==> src/hw/drp_cfg.svh <==
// Timing-free constants and field layouts of the DRAM local request port.
`ifndef DRP_CFG_SVH
`define DRP_CFG_SVH

// ------------------------------------------------------------
// Memory geometry and controller rate
// ------------------------------------------------------------
`define DRP_DQ_W        16
`define DRP_HALF_RATE   0
`define DRP_RATE_MUL    ((`DRP_HALF_RATE != 0) ? 4 : 2)
`define DRP_WDATA_W     (`DRP_DQ_W * `DRP_RATE_MUL)
`define DRP_BE_W        (`DRP_WDATA_W / 8)
`define DRP_CS_W        2
`define DRP_ADDR_W      24
`define DRP_SIZE_W      7

// ------------------------------------------------------------
// Options, queue depths and request entry layout
// ------------------------------------------------------------
`define DRP_AUTOPCH_EN  1'b1
`define DRP_REQ_DEPTH   8
`define DRP_DAT_DEPTH   4
`define DRP_E_WRITE     0
`define DRP_E_BCAST     1
`define DRP_E_CLOSE     2
`define DRP_E_SIZE_LO   3
`define DRP_E_ADDR_LO   (`DRP_E_SIZE_LO + `DRP_SIZE_W)
`define DRP_ENTRY_W     (`DRP_E_ADDR_LO + `DRP_ADDR_W)

`endif

==> src/hw/drp_pkg.sv <==
// Types shared by the DRAM local request port.
package drp_pkg;

  // Commands handed to the memory-side sequencer.
  typedef enum logic [2:0] {
    DRP_CMD_RD  = 3'h0,
    DRP_CMD_WR  = 3'h1,
    DRP_CMD_RDA = 3'h2,
    DRP_CMD_WRA = 3'h3,
    DRP_CMD_SRE = 3'h4,
    DRP_CMD_SRX = 3'h5
  } drp_cmd_t;

  // Gray coded in listed order; DRP_ST_IDLE to DRP_ST_SR_IN and DRP_ST_SR_OUT back to DRP_ST_IDLE each flip two bits.
  typedef enum logic [2:0] {
    DRP_ST_INIT   = 3'b000,
    DRP_ST_IDLE   = 3'b001,
    DRP_ST_ISSUE  = 3'b011,
    DRP_ST_SR_IN  = 3'b010,
    DRP_ST_SR_HLD = 3'b110,
    DRP_ST_SR_OUT = 3'b111
  } drp_state_t;

endpackage

==> src/hw/drp_request_port.sv <==
// Request queue, write data buffer and command issue of the DRAM local port.
`timescale 1ns/1ps
`include "drp_cfg.svh"

// ------------------------------------------------------------
// Generic FIFO with registered flags
// ------------------------------------------------------------
module drp_fifo #(
  parameter int W = 8,
  parameter int D = 4
) (
  input  wire logic         clk_sys,
  input  wire logic         rst,
  input  wire logic         in_valid,
  input  wire logic [W-1:0] in_data,
  output logic              in_ready,
  output logic              out_valid,
  output logic [W-1:0]      out_data,
  input  wire logic         out_ready
);
  localparam int AW = $clog2(D);
  logic [W-1:0]  mem_q [D];
  logic [AW-1:0] wr_q, wr_d, rd_q, rd_d;
  logic [AW:0]   cnt_q, cnt_d;
  logic          room_q, room_d, empty_q, empty_d;
  logic          push, pop;
  // Room and empty are registered so the ready output is a flop, not an inverter.
  always_comb begin
    push    = in_valid && room_q;
    pop     = out_ready && !empty_q;
    wr_d    = push ? wr_q + 1'b1 : wr_q;
    rd_d    = pop ? rd_q + 1'b1 : rd_q;
    cnt_d   = cnt_q + (AW+1)'(push) - (AW+1)'(pop);
    room_d  = (cnt_d != (AW+1)'(D));
    empty_d = (cnt_d == '0);
  end
  // Pointer and flag registers.
  always_ff @(posedge clk_sys or posedge rst) begin
    if (rst) begin
      wr_q    <= '0;
      rd_q    <= '0;
      cnt_q   <= '0;
      room_q  <= 1'b1;
      empty_q <= 1'b1;
    end else begin
      wr_q    <= wr_d;
      rd_q    <= rd_d;
      cnt_q   <= cnt_d;
      room_q  <= room_d;
      empty_q <= empty_d;
    end
  end
  // Storage has no reset; only words behind valid pointers are ever read.
  always_ff @(posedge clk_sys) begin
    if (push) begin
      mem_q[wr_q] <= in_data;
    end
  end
  assign in_ready  = room_q;
  assign out_valid = !empty_q;
  assign out_data  = mem_q[rd_q];
endmodule

// How it works
// - Write data is twice or four times DQ
// - Broadcast write selects every chip
// - Close-row request issues auto-precharge command
// - Auto-precharge only on the final beat
// - Enter self-refresh when timing allows, then acknowledge
// - Stay in self-refresh while request held
// - Exit on release; drop acknowledge after exit
// - Ready output rises after sequencer calibration done, then stays high
// - Queue requests early; issue only after ready
// - Ready means finished, not calibration passed
// - Accepted when request meets accept-ready high
// - Queue eight requests; drop ready when full
module drp_request_port (
  input  wire logic                     clk_sys,
  input  wire logic                     rst,
  input  wire logic                     req_read,
  input  wire logic                     req_write,
  input  wire logic [`DRP_ADDR_W-1:0]   req_addr,
  input  wire logic [`DRP_SIZE_W-1:0]   req_size,
  input  wire logic                     req_bcast,
  input  wire logic                     req_close_row,
  output logic                          req_ready,
  input  wire logic                     wr_valid,
  input  wire logic [`DRP_WDATA_W-1:0]  wr_data,
  input  wire logic [`DRP_BE_W-1:0]     wr_be,
  output logic                          wr_ready,
  input  wire logic                     sr_req,
  output logic                          sr_ack,
  input  wire logic                     phy_cal_done,
  output logic                          init_done,
  output logic                          mem_cmd_valid,
  input  wire logic                     mem_cmd_ready,
  output drp_pkg::drp_cmd_t             mem_cmd,
  output logic [`DRP_CS_W-1:0]          mem_cs,
  output logic [`DRP_ADDR_W-1:0]        mem_addr,
  output logic [`DRP_WDATA_W-1:0]       mem_wdata,
  output logic [`DRP_BE_W-1:0]          mem_be
);
  localparam int EW = `DRP_ENTRY_W;
  localparam int DW = `DRP_WDATA_W + `DRP_BE_W;
  localparam int CW = `DRP_CS_W;
  localparam int AW = `DRP_ADDR_W;
  // ------------------------------------------------------------
  // Request capture and queues
  // ------------------------------------------------------------
  logic          q_in_valid, q_in_ready, q_out_valid, q_pop;
  logic [EW-1:0] q_in, q_out;
  logic          d_in_ready, d_out_valid, d_pop;
  logic [DW-1:0] d_out;
  // The entry takes its kind and flags in the accepting cycle only.
  always_comb begin
    q_in_valid = req_read || req_write;
    q_in       = '0;
    q_in[`DRP_E_WRITE] = req_write;
    q_in[`DRP_E_BCAST] = req_write && req_bcast;
    q_in[`DRP_E_CLOSE] = req_close_row && `DRP_AUTOPCH_EN;
    q_in[`DRP_E_SIZE_LO +: `DRP_SIZE_W] = req_size;
    q_in[`DRP_E_ADDR_LO +: AW] = req_addr;
  end
  // Eight-deep command queue; its ready is the user accept-ready.
  drp_fifo #(.W(EW), .D(`DRP_REQ_DEPTH)) u_req_q (
    .clk_sys   (clk_sys),
    .rst       (rst),
    .in_valid  (q_in_valid),
    .in_data   (q_in),
    .in_ready  (q_in_ready),
    .out_valid (q_out_valid),
    .out_data  (q_out),
    .out_ready (q_pop)
  );
  // Four-word write data buffer; a stalled memory side fills it.
  drp_fifo #(.W(DW), .D(`DRP_DAT_DEPTH)) u_dat_q (
    .clk_sys   (clk_sys),
    .rst       (rst),
    .in_valid  (wr_valid),
    .in_data   ({wr_be, wr_data}),
    .in_ready  (d_in_ready),
    .out_valid (d_out_valid),
    .out_data  (d_out),
    .out_ready (d_pop)
  );
  assign req_ready = q_in_ready;
  assign wr_ready  = d_in_ready;
  // ------------------------------------------------------------
  // Issue and self-refresh state machine
  // ------------------------------------------------------------
  drp_pkg::drp_state_t st_q, st_d;
  drp_pkg::drp_cmd_t   cmd_q, cmd_d;
  logic                vld_q, vld_d, ack_q, ack_d, init_q, init_d;
  logic                wr_q, wr_d, bc_q, bc_d, cl_q, cl_d;
  logic [`DRP_SIZE_W-1:0] left_q, left_d;
  logic [AW-1:0]       cur_q, cur_d, addr_q, addr_d;
  logic [CW-1:0]       cs_q, cs_d;
  logic [DW-1:0]       dat_q, dat_d;
  logic                fire;
  // Chip select of one address, or every chip for a broadcast write.
  function automatic logic [CW-1:0] chip_sel(input logic [AW-1:0] a, input logic all);
    return all ? {CW{1'b1}} : CW'(1) << a[AW-1 -: $clog2(CW)];
  endfunction
  // Self-refresh is checked only between requests, the earliest legal point.
  always_comb begin
    st_d   = st_q;
    cmd_d  = cmd_q;
    vld_d  = vld_q && !mem_cmd_ready;
    ack_d  = ack_q;
    init_d = init_q || phy_cal_done;
    wr_d   = wr_q;
    bc_d   = bc_q;
    cl_d   = cl_q;
    left_d = left_q;
    cur_d  = cur_q;
    addr_d = addr_q;
    cs_d   = cs_q;
    dat_d  = dat_q;
    q_pop  = 1'b0;
    d_pop  = 1'b0;
    fire   = vld_q && mem_cmd_ready;
    case (st_q)
      drp_pkg::DRP_ST_INIT: begin
        if (init_q) begin
          st_d = drp_pkg::DRP_ST_IDLE;
        end
      end
      drp_pkg::DRP_ST_IDLE: begin
        if (sr_req) begin
          vld_d = 1'b1;
          cmd_d = drp_pkg::DRP_CMD_SRE;
          st_d  = drp_pkg::DRP_ST_SR_IN;
        end else if (q_out_valid) begin
          q_pop  = 1'b1;
          wr_d   = q_out[`DRP_E_WRITE];
          bc_d   = q_out[`DRP_E_BCAST];
          cl_d   = q_out[`DRP_E_CLOSE];
          left_d = q_out[`DRP_E_SIZE_LO +: `DRP_SIZE_W];
          cur_d  = q_out[`DRP_E_ADDR_LO +: AW];
          if (left_d == '0) begin
            left_d = `DRP_SIZE_W'(1);
          end
          st_d   = drp_pkg::DRP_ST_ISSUE;
        end
      end
      drp_pkg::DRP_ST_ISSUE: begin
        if (fire && left_q == `DRP_SIZE_W'(1)) begin
          st_d = drp_pkg::DRP_ST_IDLE;
        end else if (fire) begin
          left_d = left_q - 1'b1;
          cur_d  = cur_q + 1'b1;
        end else if (!vld_q && (!wr_q || d_out_valid)) begin
          vld_d  = 1'b1;
          d_pop  = wr_q;
          dat_d  = wr_q ? d_out : '0;
          addr_d = cur_q;
          cs_d   = chip_sel(cur_q, bc_q);
          if (cl_q && left_q == `DRP_SIZE_W'(1)) begin
            cmd_d = wr_q ? drp_pkg::DRP_CMD_WRA : drp_pkg::DRP_CMD_RDA;
          end else begin
            cmd_d = wr_q ? drp_pkg::DRP_CMD_WR : drp_pkg::DRP_CMD_RD;
          end
        end
      end
      drp_pkg::DRP_ST_SR_IN: begin
        if (fire) begin
          ack_d = 1'b1;
          st_d  = drp_pkg::DRP_ST_SR_HLD;
        end
      end
      drp_pkg::DRP_ST_SR_HLD: begin
        if (!sr_req) begin
          vld_d = 1'b1;
          cmd_d = drp_pkg::DRP_CMD_SRX;
          st_d  = drp_pkg::DRP_ST_SR_OUT;
        end
      end
      drp_pkg::DRP_ST_SR_OUT: begin
        if (fire) begin
          ack_d = 1'b0;
          st_d  = drp_pkg::DRP_ST_IDLE;
        end
      end
      default: begin
        st_d  = drp_pkg::DRP_ST_INIT;
        vld_d = 1'b0;
      end
    endcase
  end
  // State registers; every top output except req_ready and wr_ready is one of these flops.
  always_ff @(posedge clk_sys or posedge rst) begin
    if (rst) begin
      st_q   <= drp_pkg::DRP_ST_INIT;
      cmd_q  <= drp_pkg::DRP_CMD_RD;
      vld_q  <= 1'b0;
      ack_q  <= 1'b0;
      init_q <= 1'b0;
      wr_q   <= 1'b0;
      bc_q   <= 1'b0;
      cl_q   <= 1'b0;
      left_q <= '0;
      cur_q  <= '0;
      addr_q <= '0;
      cs_q   <= '0;
      dat_q  <= '0;
    end else begin
      st_q   <= st_d;
      cmd_q  <= cmd_d;
      vld_q  <= vld_d;
      ack_q  <= ack_d;
      init_q <= init_d;
      wr_q   <= wr_d;
      bc_q   <= bc_d;
      cl_q   <= cl_d;
      left_q <= left_d;
      cur_q  <= cur_d;
      addr_q <= addr_d;
      cs_q   <= cs_d;
      dat_q  <= dat_d;
    end
  end
  assign mem_cmd_valid = vld_q;
  assign mem_cmd       = cmd_q;
  assign mem_cs        = cs_q;
  assign mem_addr      = addr_q;
  assign {mem_be, mem_wdata} = dat_q;
  assign sr_ack        = ack_q;
  assign init_done     = init_q;
endmodule

==> config.mk <==
export PLATFORM = sky130hd
export DESIGN_NAME = drp_request_port
export DESIGN_NICKNAME = d
export VERILOG_FILES = /design/src/hw/drp_pkg.sv /design/src/hw/drp_request_port.sv
export VERILOG_INCLUDE_DIRS = /design/src /design/src/hw
export SDC_FILE = /design/constraint.sdc
export NUM_CORES = 1
export LEC_CHECK = 0
export BUFFER_PORTS_ARGS = -buffer_cell sky130_fd_sc_hd__buf_2
export CAP_MARGIN = 20
export CORE_MARGIN = 3
export CORE_UTILIZATION = 30
export DETAILED_ROUTE_END_ITERATION = 8
export PLACE_DENSITY_LB_ADDON = 0.12
export REMOVE_ABC_BUFFERS = 1
export SLEW_MARGIN = 20
export SYNTH_ARGS = -nofsm -noshare
export SYNTH_HDL_FRONTEND = slang
export SYNTH_HIERARCHICAL = 1
export SYNTH_SLANG_ARGS = --single-unit
export TNS_END_PERCENT = 100
==> constraint.sdc <==
create_clock -name clk_sys -period 3.8 [get_ports clk_sys]
set_clock_uncertainty 0.1 [all_clocks]
set_input_delay 0.76 -clock clk_sys [delete_from_list [all_inputs] [get_ports clk_sys]]
set_output_delay 0.76 -clock clk_sys [all_outputs]
set_load 0.03 [all_outputs]
* After elaboration in Yosys (flattened, before gate mapping)
Memories as Yosys holds them, arrays and structs flattened. Index checks and enable logic that the tools add are counted.
Storage, ports and cells: bits of input ports 77, memories 2, memory bits (writable) 416, bits in read-only memories 0, bits in latches 0, flip-flop bits (word level) 126
Cells by class: divide/modulo/power cells 0, mux-type cells 50, order comparisons 0, reduce and logical (&&, ||, !) cells 32, equal/unequal tests 21, add/subtract/negate cells 10, $mul 0, shift operators 1, bitwise operators 4
Memories:
- u_req_q.mem_q | words 8, bits a word 34, rd ports 1, clocked after Yosys merged registers in 0, write ports 1, line drp_request_port.sv:22 | logic [W-1:0] mem_q [D];
- u_dat_q.mem_q | words 4, bits a word 36, rd ports 1, clocked after Yosys merged registers in 0, write ports 1, line drp_request_port.sv:22
Operators by type and width (count):
- 24-bit two-way mux | 4
- 24-bit case mux with 2 select lines | 1
- 3-bit two-way mux | 12
- 36-bit two-way mux | 1
- 7-bit two-way mux | 5
- 24-bit by 1-bit adder with 24-bit output, second input constant | 1
- 2-bit inequality test, second input constant | 12
- 1-bit two-way mux | 20
- 3-bit case mux with 6 select lines | 1
- 7-bit case mux with 2 select lines | 1
- 6-bit AND reduction | 2
- 1-bit logical AND | 10
- 3-bit case mux with 3 select lines | 1
- 7-bit by 1-bit == test with 1-bit output, second input constant | 1
- 7-bit zero test | 1
- 7-bit by 1-bit subtractor with 7-bit output, second input constant | 1
- 3-bit by 1-bit adder with 3-bit output, second input constant | 2
- 3-bit by 2-bit == test with 1-bit output, second input constant | 2
- 3-bit == test, second input constant | 2
- 3-bit zero test | 2
- 3-bit inequality test, second input constant | 2
- 3-bit AND reduction | 2
- 1-bit zero test | 5
- 5-bit AND reduction | 1
- other kinds (18) | 26

* Logic depth before layout (Yosys ltp)
word-level depth 10, mapped depth 14

* Cells and area by module
The synthesis kept the hierarchy.
By module, submodules not included:
- drp_fifo (u_req_q) | instances 1, cells each 455, area each 10874.2 sq um
- drp_fifo (u_dat_q) | instances 1, cells each 225, area each 5679.2 sq um
- drp_request_port | instances 1, cells each 576, area each 5008.6 sq um

* Worst setup path before layout
Ideal clock, no wire load.
path kind input to register, start point input req_write, end point memory u_req_q/mem_q[0][0] in the netlist's numbering (enable), cell stages on the path 4, arrival time 3.632 ns, slack -0.400 ns, path through or2_2 -> nand2_1 -> or2_2 -> nor3_1
Between the ends: word-level cells in the longest chain between the ends 4
Ends and longest elaborated chain:
- start: declaration | line drp_request_port.sv:81 | input wire logic req_write,
- 1-bit logical OR | line drp_request_port.sv:116 | q_in_valid = req_read || req_write;
- 1-bit logical AND | line drp_request_port.sv:29 | push = in_valid && room_q;
- 1-bit two-way mux | line drp_request_port.sv:55 | if (push) begin
- 1-bit two-way mux (implied by the code) | line drp_request_port.sv:56 | mem_q[wr_q] <= in_data;
- end: declaration | line drp_request_port.sv:22
Every way passes these cells.

* Final worst setup path
start point register st_q[0], end point register u_req_q.empty_q
Between the ends: word-level cells in the longest chain between the ends 5
Ends and longest elaborated chain:
- start: declaration | line drp_request_port.sv:151 | drp_pkg::drp_state_t st_q, st_d;
- start signal: assignment | line drp_request_port.sv:253 | st_q <= drp_pkg::DRP_ST_INIT;
- start signal: assignment | line drp_request_port.sv:267 | st_q <= st_d;
- 3-bit by 1-bit == test with 1-bit output | line drp_request_port.sv:182 | case (st_q)
- 1-bit two-way mux | line drp_request_port.sv:182
- 1-bit logical AND | line drp_request_port.sv:30 | pop = out_ready && !empty_q;
- net u_req_q.pop | line drp_request_port.sv:26 | logic push, pop;
- 4-bit by 1-bit subtractor with 4-bit output | line drp_request_port.sv:33 | cnt_d = cnt_q + (AW+1)'(push) - (AW+1)'(pop);
- net u_req_q.cnt_d[1] | line drp_request_port.sv:24 | logic [AW:0] cnt_q, cnt_d;
- 4-bit zero test | line drp_request_port.sv:35 | empty_d = (cnt_d == '0);
- net u_req_q.empty_d | line drp_request_port.sv:25 | logic room_q, room_d, empty_q, empty_d;
- end signal: assignment | line drp_request_port.sv:50 | empty_q <= empty_d;
- end: declaration | line drp_request_port.sv:25
The timed path passes the listed nets, and every way through them passes these cells. A chain may end at the register's enable or synchronous reset.

==> key figures <==
Place
  • Placed cell count: 2318
  • DP HPWL: 32.7 mm
  • Port Buffers: 146
  • Routability cong.: 0.721

Critical path
  • Slowest cell on the critical path: dfrtp_1
  • Endpoint type of the worst setup path: register
  • Crit start category: register
  • Worst Path Arrival: 3.39 ns
  • CP required: between 4 and 5 ns
  • Critical path's most frequent cell: inv_1
  • CP peak stage delay: just under 0.5 ns
  • Kind of critical path: register to register
  • Crit path cell chain: nor2b_1, nand3_2, inv_2, nor2b_1, ha_1, inv_1, ha_1, inv_1, fa_1, inv_1, nor3_1, a21boi_0
  • Delay-heaviest family, CP: adder cells
  • WP buf/inv: 4
  • CP Max Fanout: 9

Power
  • Reg power frac: 0.414
  • Comb pwr share: 0.302
  • Clock group share of total power: 0.283
  • Power per cell area: 827 nW/um2
  • Power Total: ~21 mW
  • Psw: around 7.1 mW
  • Internal Pwr Total: about 14 mW
  • Peak VDD IR: 0.355 mV
  • Switching Share: 0.332
  • Lkg Pwr: 9.41 nW

STA
  • Setup Viol. Count Final: 0
  • Fmax: 338 MHz
  • Minimum clock period: 2.96 ns
  • Fin. Hold Viols: 0
  • Worst-Margin Slew: 0.914 ns
  • Final Slew Violations: 0
  • RSZ-0062 raised after global routing: no
  • Hold WS: around 0.042 ns
  • Tcrit/Tclk final: 0.778
  • Max_slew headroom: 0.391

CTS
  • CTS sink count: 542
  • Clk slew on worst S/H paths: 0.06 ns
  • CTS max path bufs: 3
  • CTS Buf Count: 60
  • Hold buffers post-CTS: 0
  • H-tree Lvls: 2
  • CTS tree: built
  • # resized after CTS: 0
  • Clk_lat worst skew: 0.62 ns
  • Post CTS Setup Buffer Count: 0
  • CTS Root Buffer Type: clkbuf_16

Flow run
  • Max Cap Violations: 0

Final layout
  • Synth-to-layout area growth: 19.0%
  • Commonest non-fill, non-tap cells in the layout: 416 x edfxtp_1, 181 x nand2_1, 146 x buf_2
  • Sequential cell area: 15700 um2
  • # fillers: between 6000 and 7000
  • Commonest non-fill, non-tap cell in the layout: edfxtp_1
  • Final nets: 1534
  • Non-filler cells, final: 2436
  • Layout cell share with drive strength beyond 1: 0.312
  • Multi-input gate area: 5500 um2

Logic synthesis
  • Ys flop type: edfxtp_1
  • Register area share after synthesis: 0.726
  • EDFF count, synth: approximately 420
  • Cell variety after synth: 68
  • Yosys warns: 6
  • Yosys reg bits: 542
  • Async set-or-reset flop fraction in the synthesized netlist: 0.232
  • Syn Area/Cell: 17.2 um2
  • Mapped Cells: 1256
  • Post-Syn Area: 21600 um2

Die
  • Die Footprint: ~75000 um2
  • Core box area: 70600 um2
  • I/O Pins: 147
  • Die X: approximately 270 um
  • Die Height: 274 um
  • Std-Cell Rows: just under 100
  • Initial Utilization: 0.305

Route
  • Iter 0 DRT Violations: 657
  • Vias per inst: ~4.7
  • Average routed wire per standard cell: between 20 and 25 um
  • DRT Wirelength: 53.5 mm
  • DRC: 0
  • Routed vias: 11500
  • DRT Pass-1 Iters: 4
  • Antenna viol nets, final: 0

Global routing
  • Global-route wire length before repair: 79.7 mm
  • Initial antenna violation count: 9
  • Vias in the first global route: 12100
  • GRT Residual Overflow: 0
  • Pin count of the biggest net entering global routing: 64
  • GRT Total Usage: 0.143

Status
  • Status: complete, no violations

Worst hold path
  • Min-Delay Path Class: input port to asynchronous set/reset pin
==> through the flow <==
step / utilization / cell area (um2) / setup TNS, ns / worst slack [ns]
floorplan: - / 21200 / -31.77 / -0.799
global placement: 0.334 / 23600 / 0 / 0.519
detailed placement: 0.334 / 23600 / 0 / 0.528
finish: 0.363 / 25600 / 0 / 0.844
global route: 0.363 / 25600 / 0 / 0.558
CTS: 0.363 / 25600 / 0 / 0.833
==> power by group through the flow <==
stage / sequential (mW) / clock, mW / combinational (mW)
2_1_floorplan: 9.44 / 0 / 3.62
3_3_place_gp: 8.91 / 0 / 6.55
3_5_place_dp: 8.95 / 0 / 6.59
4_1_cts: 8.84 / 6.21 / 6.60
5_1_grt: 8.97 / 6.45 / 7.05
6_report: 8.80 / 6.02 / 6.41
==> path summary, 6_finish.rpt <==
check / startpoint / end / slack [ns] / cells past startpoint
min in group clk_sys: phy_cal_done / init_done / 0.23 / 2
worst min register to register: dat_q[10] / dat_q[10] / 0.36 / 2
worst max register to register: st_q[0] / u_req_q/empty_q / 0.84 / 12
max in group asynchronous: rst / mem_addr[0] / 2.52 / 3
worst min-delay path: rst / u_dat_q/rd_q[1] / 0.04 / 2
worst max-delay path: st_q[0] / u_req_q/empty_q / 0.84 / 12
==> flip-flops by register name, indices dropped and copies added, names as in the netlist, 2 cells and up <==
signal and count:
mem_addr 24, u_dat_q/rd_q 2, u_dat_q/cnt_q 3, st_q 3
u_dat_q/mem_q 144, mem_cs 2, cur_q 24, u_req_q/wr_q 3
u_req_q/cnt_q 4, u_dat_q/wr_q 2, left_q 7, dat_q 36
u_req_q/mem_q 272, mem_cmd 3, u_req_q/rd_q 3
==> cells in the mapped netlist, drive strengths merged (3+ instances only) <==
library cell | number | area share
nand2 | 181 | 0.032
nor3b | 3 | 0.0010
nand3 | 55 | 0.014
a21oi | 30 | 0.0070
a211oi | 5 | 0.0020
and2 | 3 | 0.00087
a31oi | 6 | 0.0017
buf | 47 | 0.015
edfxtp | 416 | 0.58
dfrtp | 122 | 0.14
a311oi | 5 | 0.0020
nor4 | 3 | 0.0023
or3 | 6 | 0.0017
nor2b | 3 | 0.00087
xnor2 | 7 | 0.0028
nor3 | 8 | 0.0019
nand4 | 8 | 0.0030
mux4 | 104 | 0.11
or2 | 4 | 0.0012
ha | 15 | 0.0087
o22ai | 9 | 0.0026
a2bb2oi | 4 | 0.0016
and3 | 9 | 0.0026
and4 | 3 | 0.0012
inv | 27 | 0.0047
nand3b | 3 | 0.0012
nor2 | 43 | 0.0076
mux2 | 38 | 0.022
clkbuf | 20 | 0.0035
nand2b | 4 | 0.0012
dfstp | 4 | 0.0049
o21ai | 33 | 0.0077
==> layout make-up <==
| class | count | share of cell area |
|---|---|---|
| antenna | 4 | 0.000390 |
| clock buffer | 79 | 0.0652 |
| clock inverter | 35 | 0.0158 |
| inverter | 27 | 0.00405 |
| multi-input combinational | 620 | 0.214 |
| sequential | 542 | 0.610 |
| tap | 940 | 0.0459 |
| timing repair buffer | 189 | 0.0440 |
==> metal layers <==
| metal | vias to the layer above | GRT usage | part of all wire |
|---|---|---|---|
| met4 | 2 | 0.0332 | 0.018 |
| li1 | 5237 | - | - |
| met5 | - | 0 | 0.00024 |
| met2 | 207 | 0.230 | 0.48 |
| met3 | 67 | 0.0284 | 0.045 |
| met1 | 6002 | 0.200 | 0.46 |
==> kinds of logic (layout without fill, tap and decap cells) <==
family,after synthesis,in the layout,synth area share
xor+xnor,10,10,0.00476
simple gates,338,338,0.0731
mux,143,143,0.131
other cells,0,4,0
flops,542,542,0.726
compound gates,112,112,0.0324
fa+ha+maj,17,17,0.0106
buf+inv,94,330,0.0227
(Power assumes the default switching activity.)
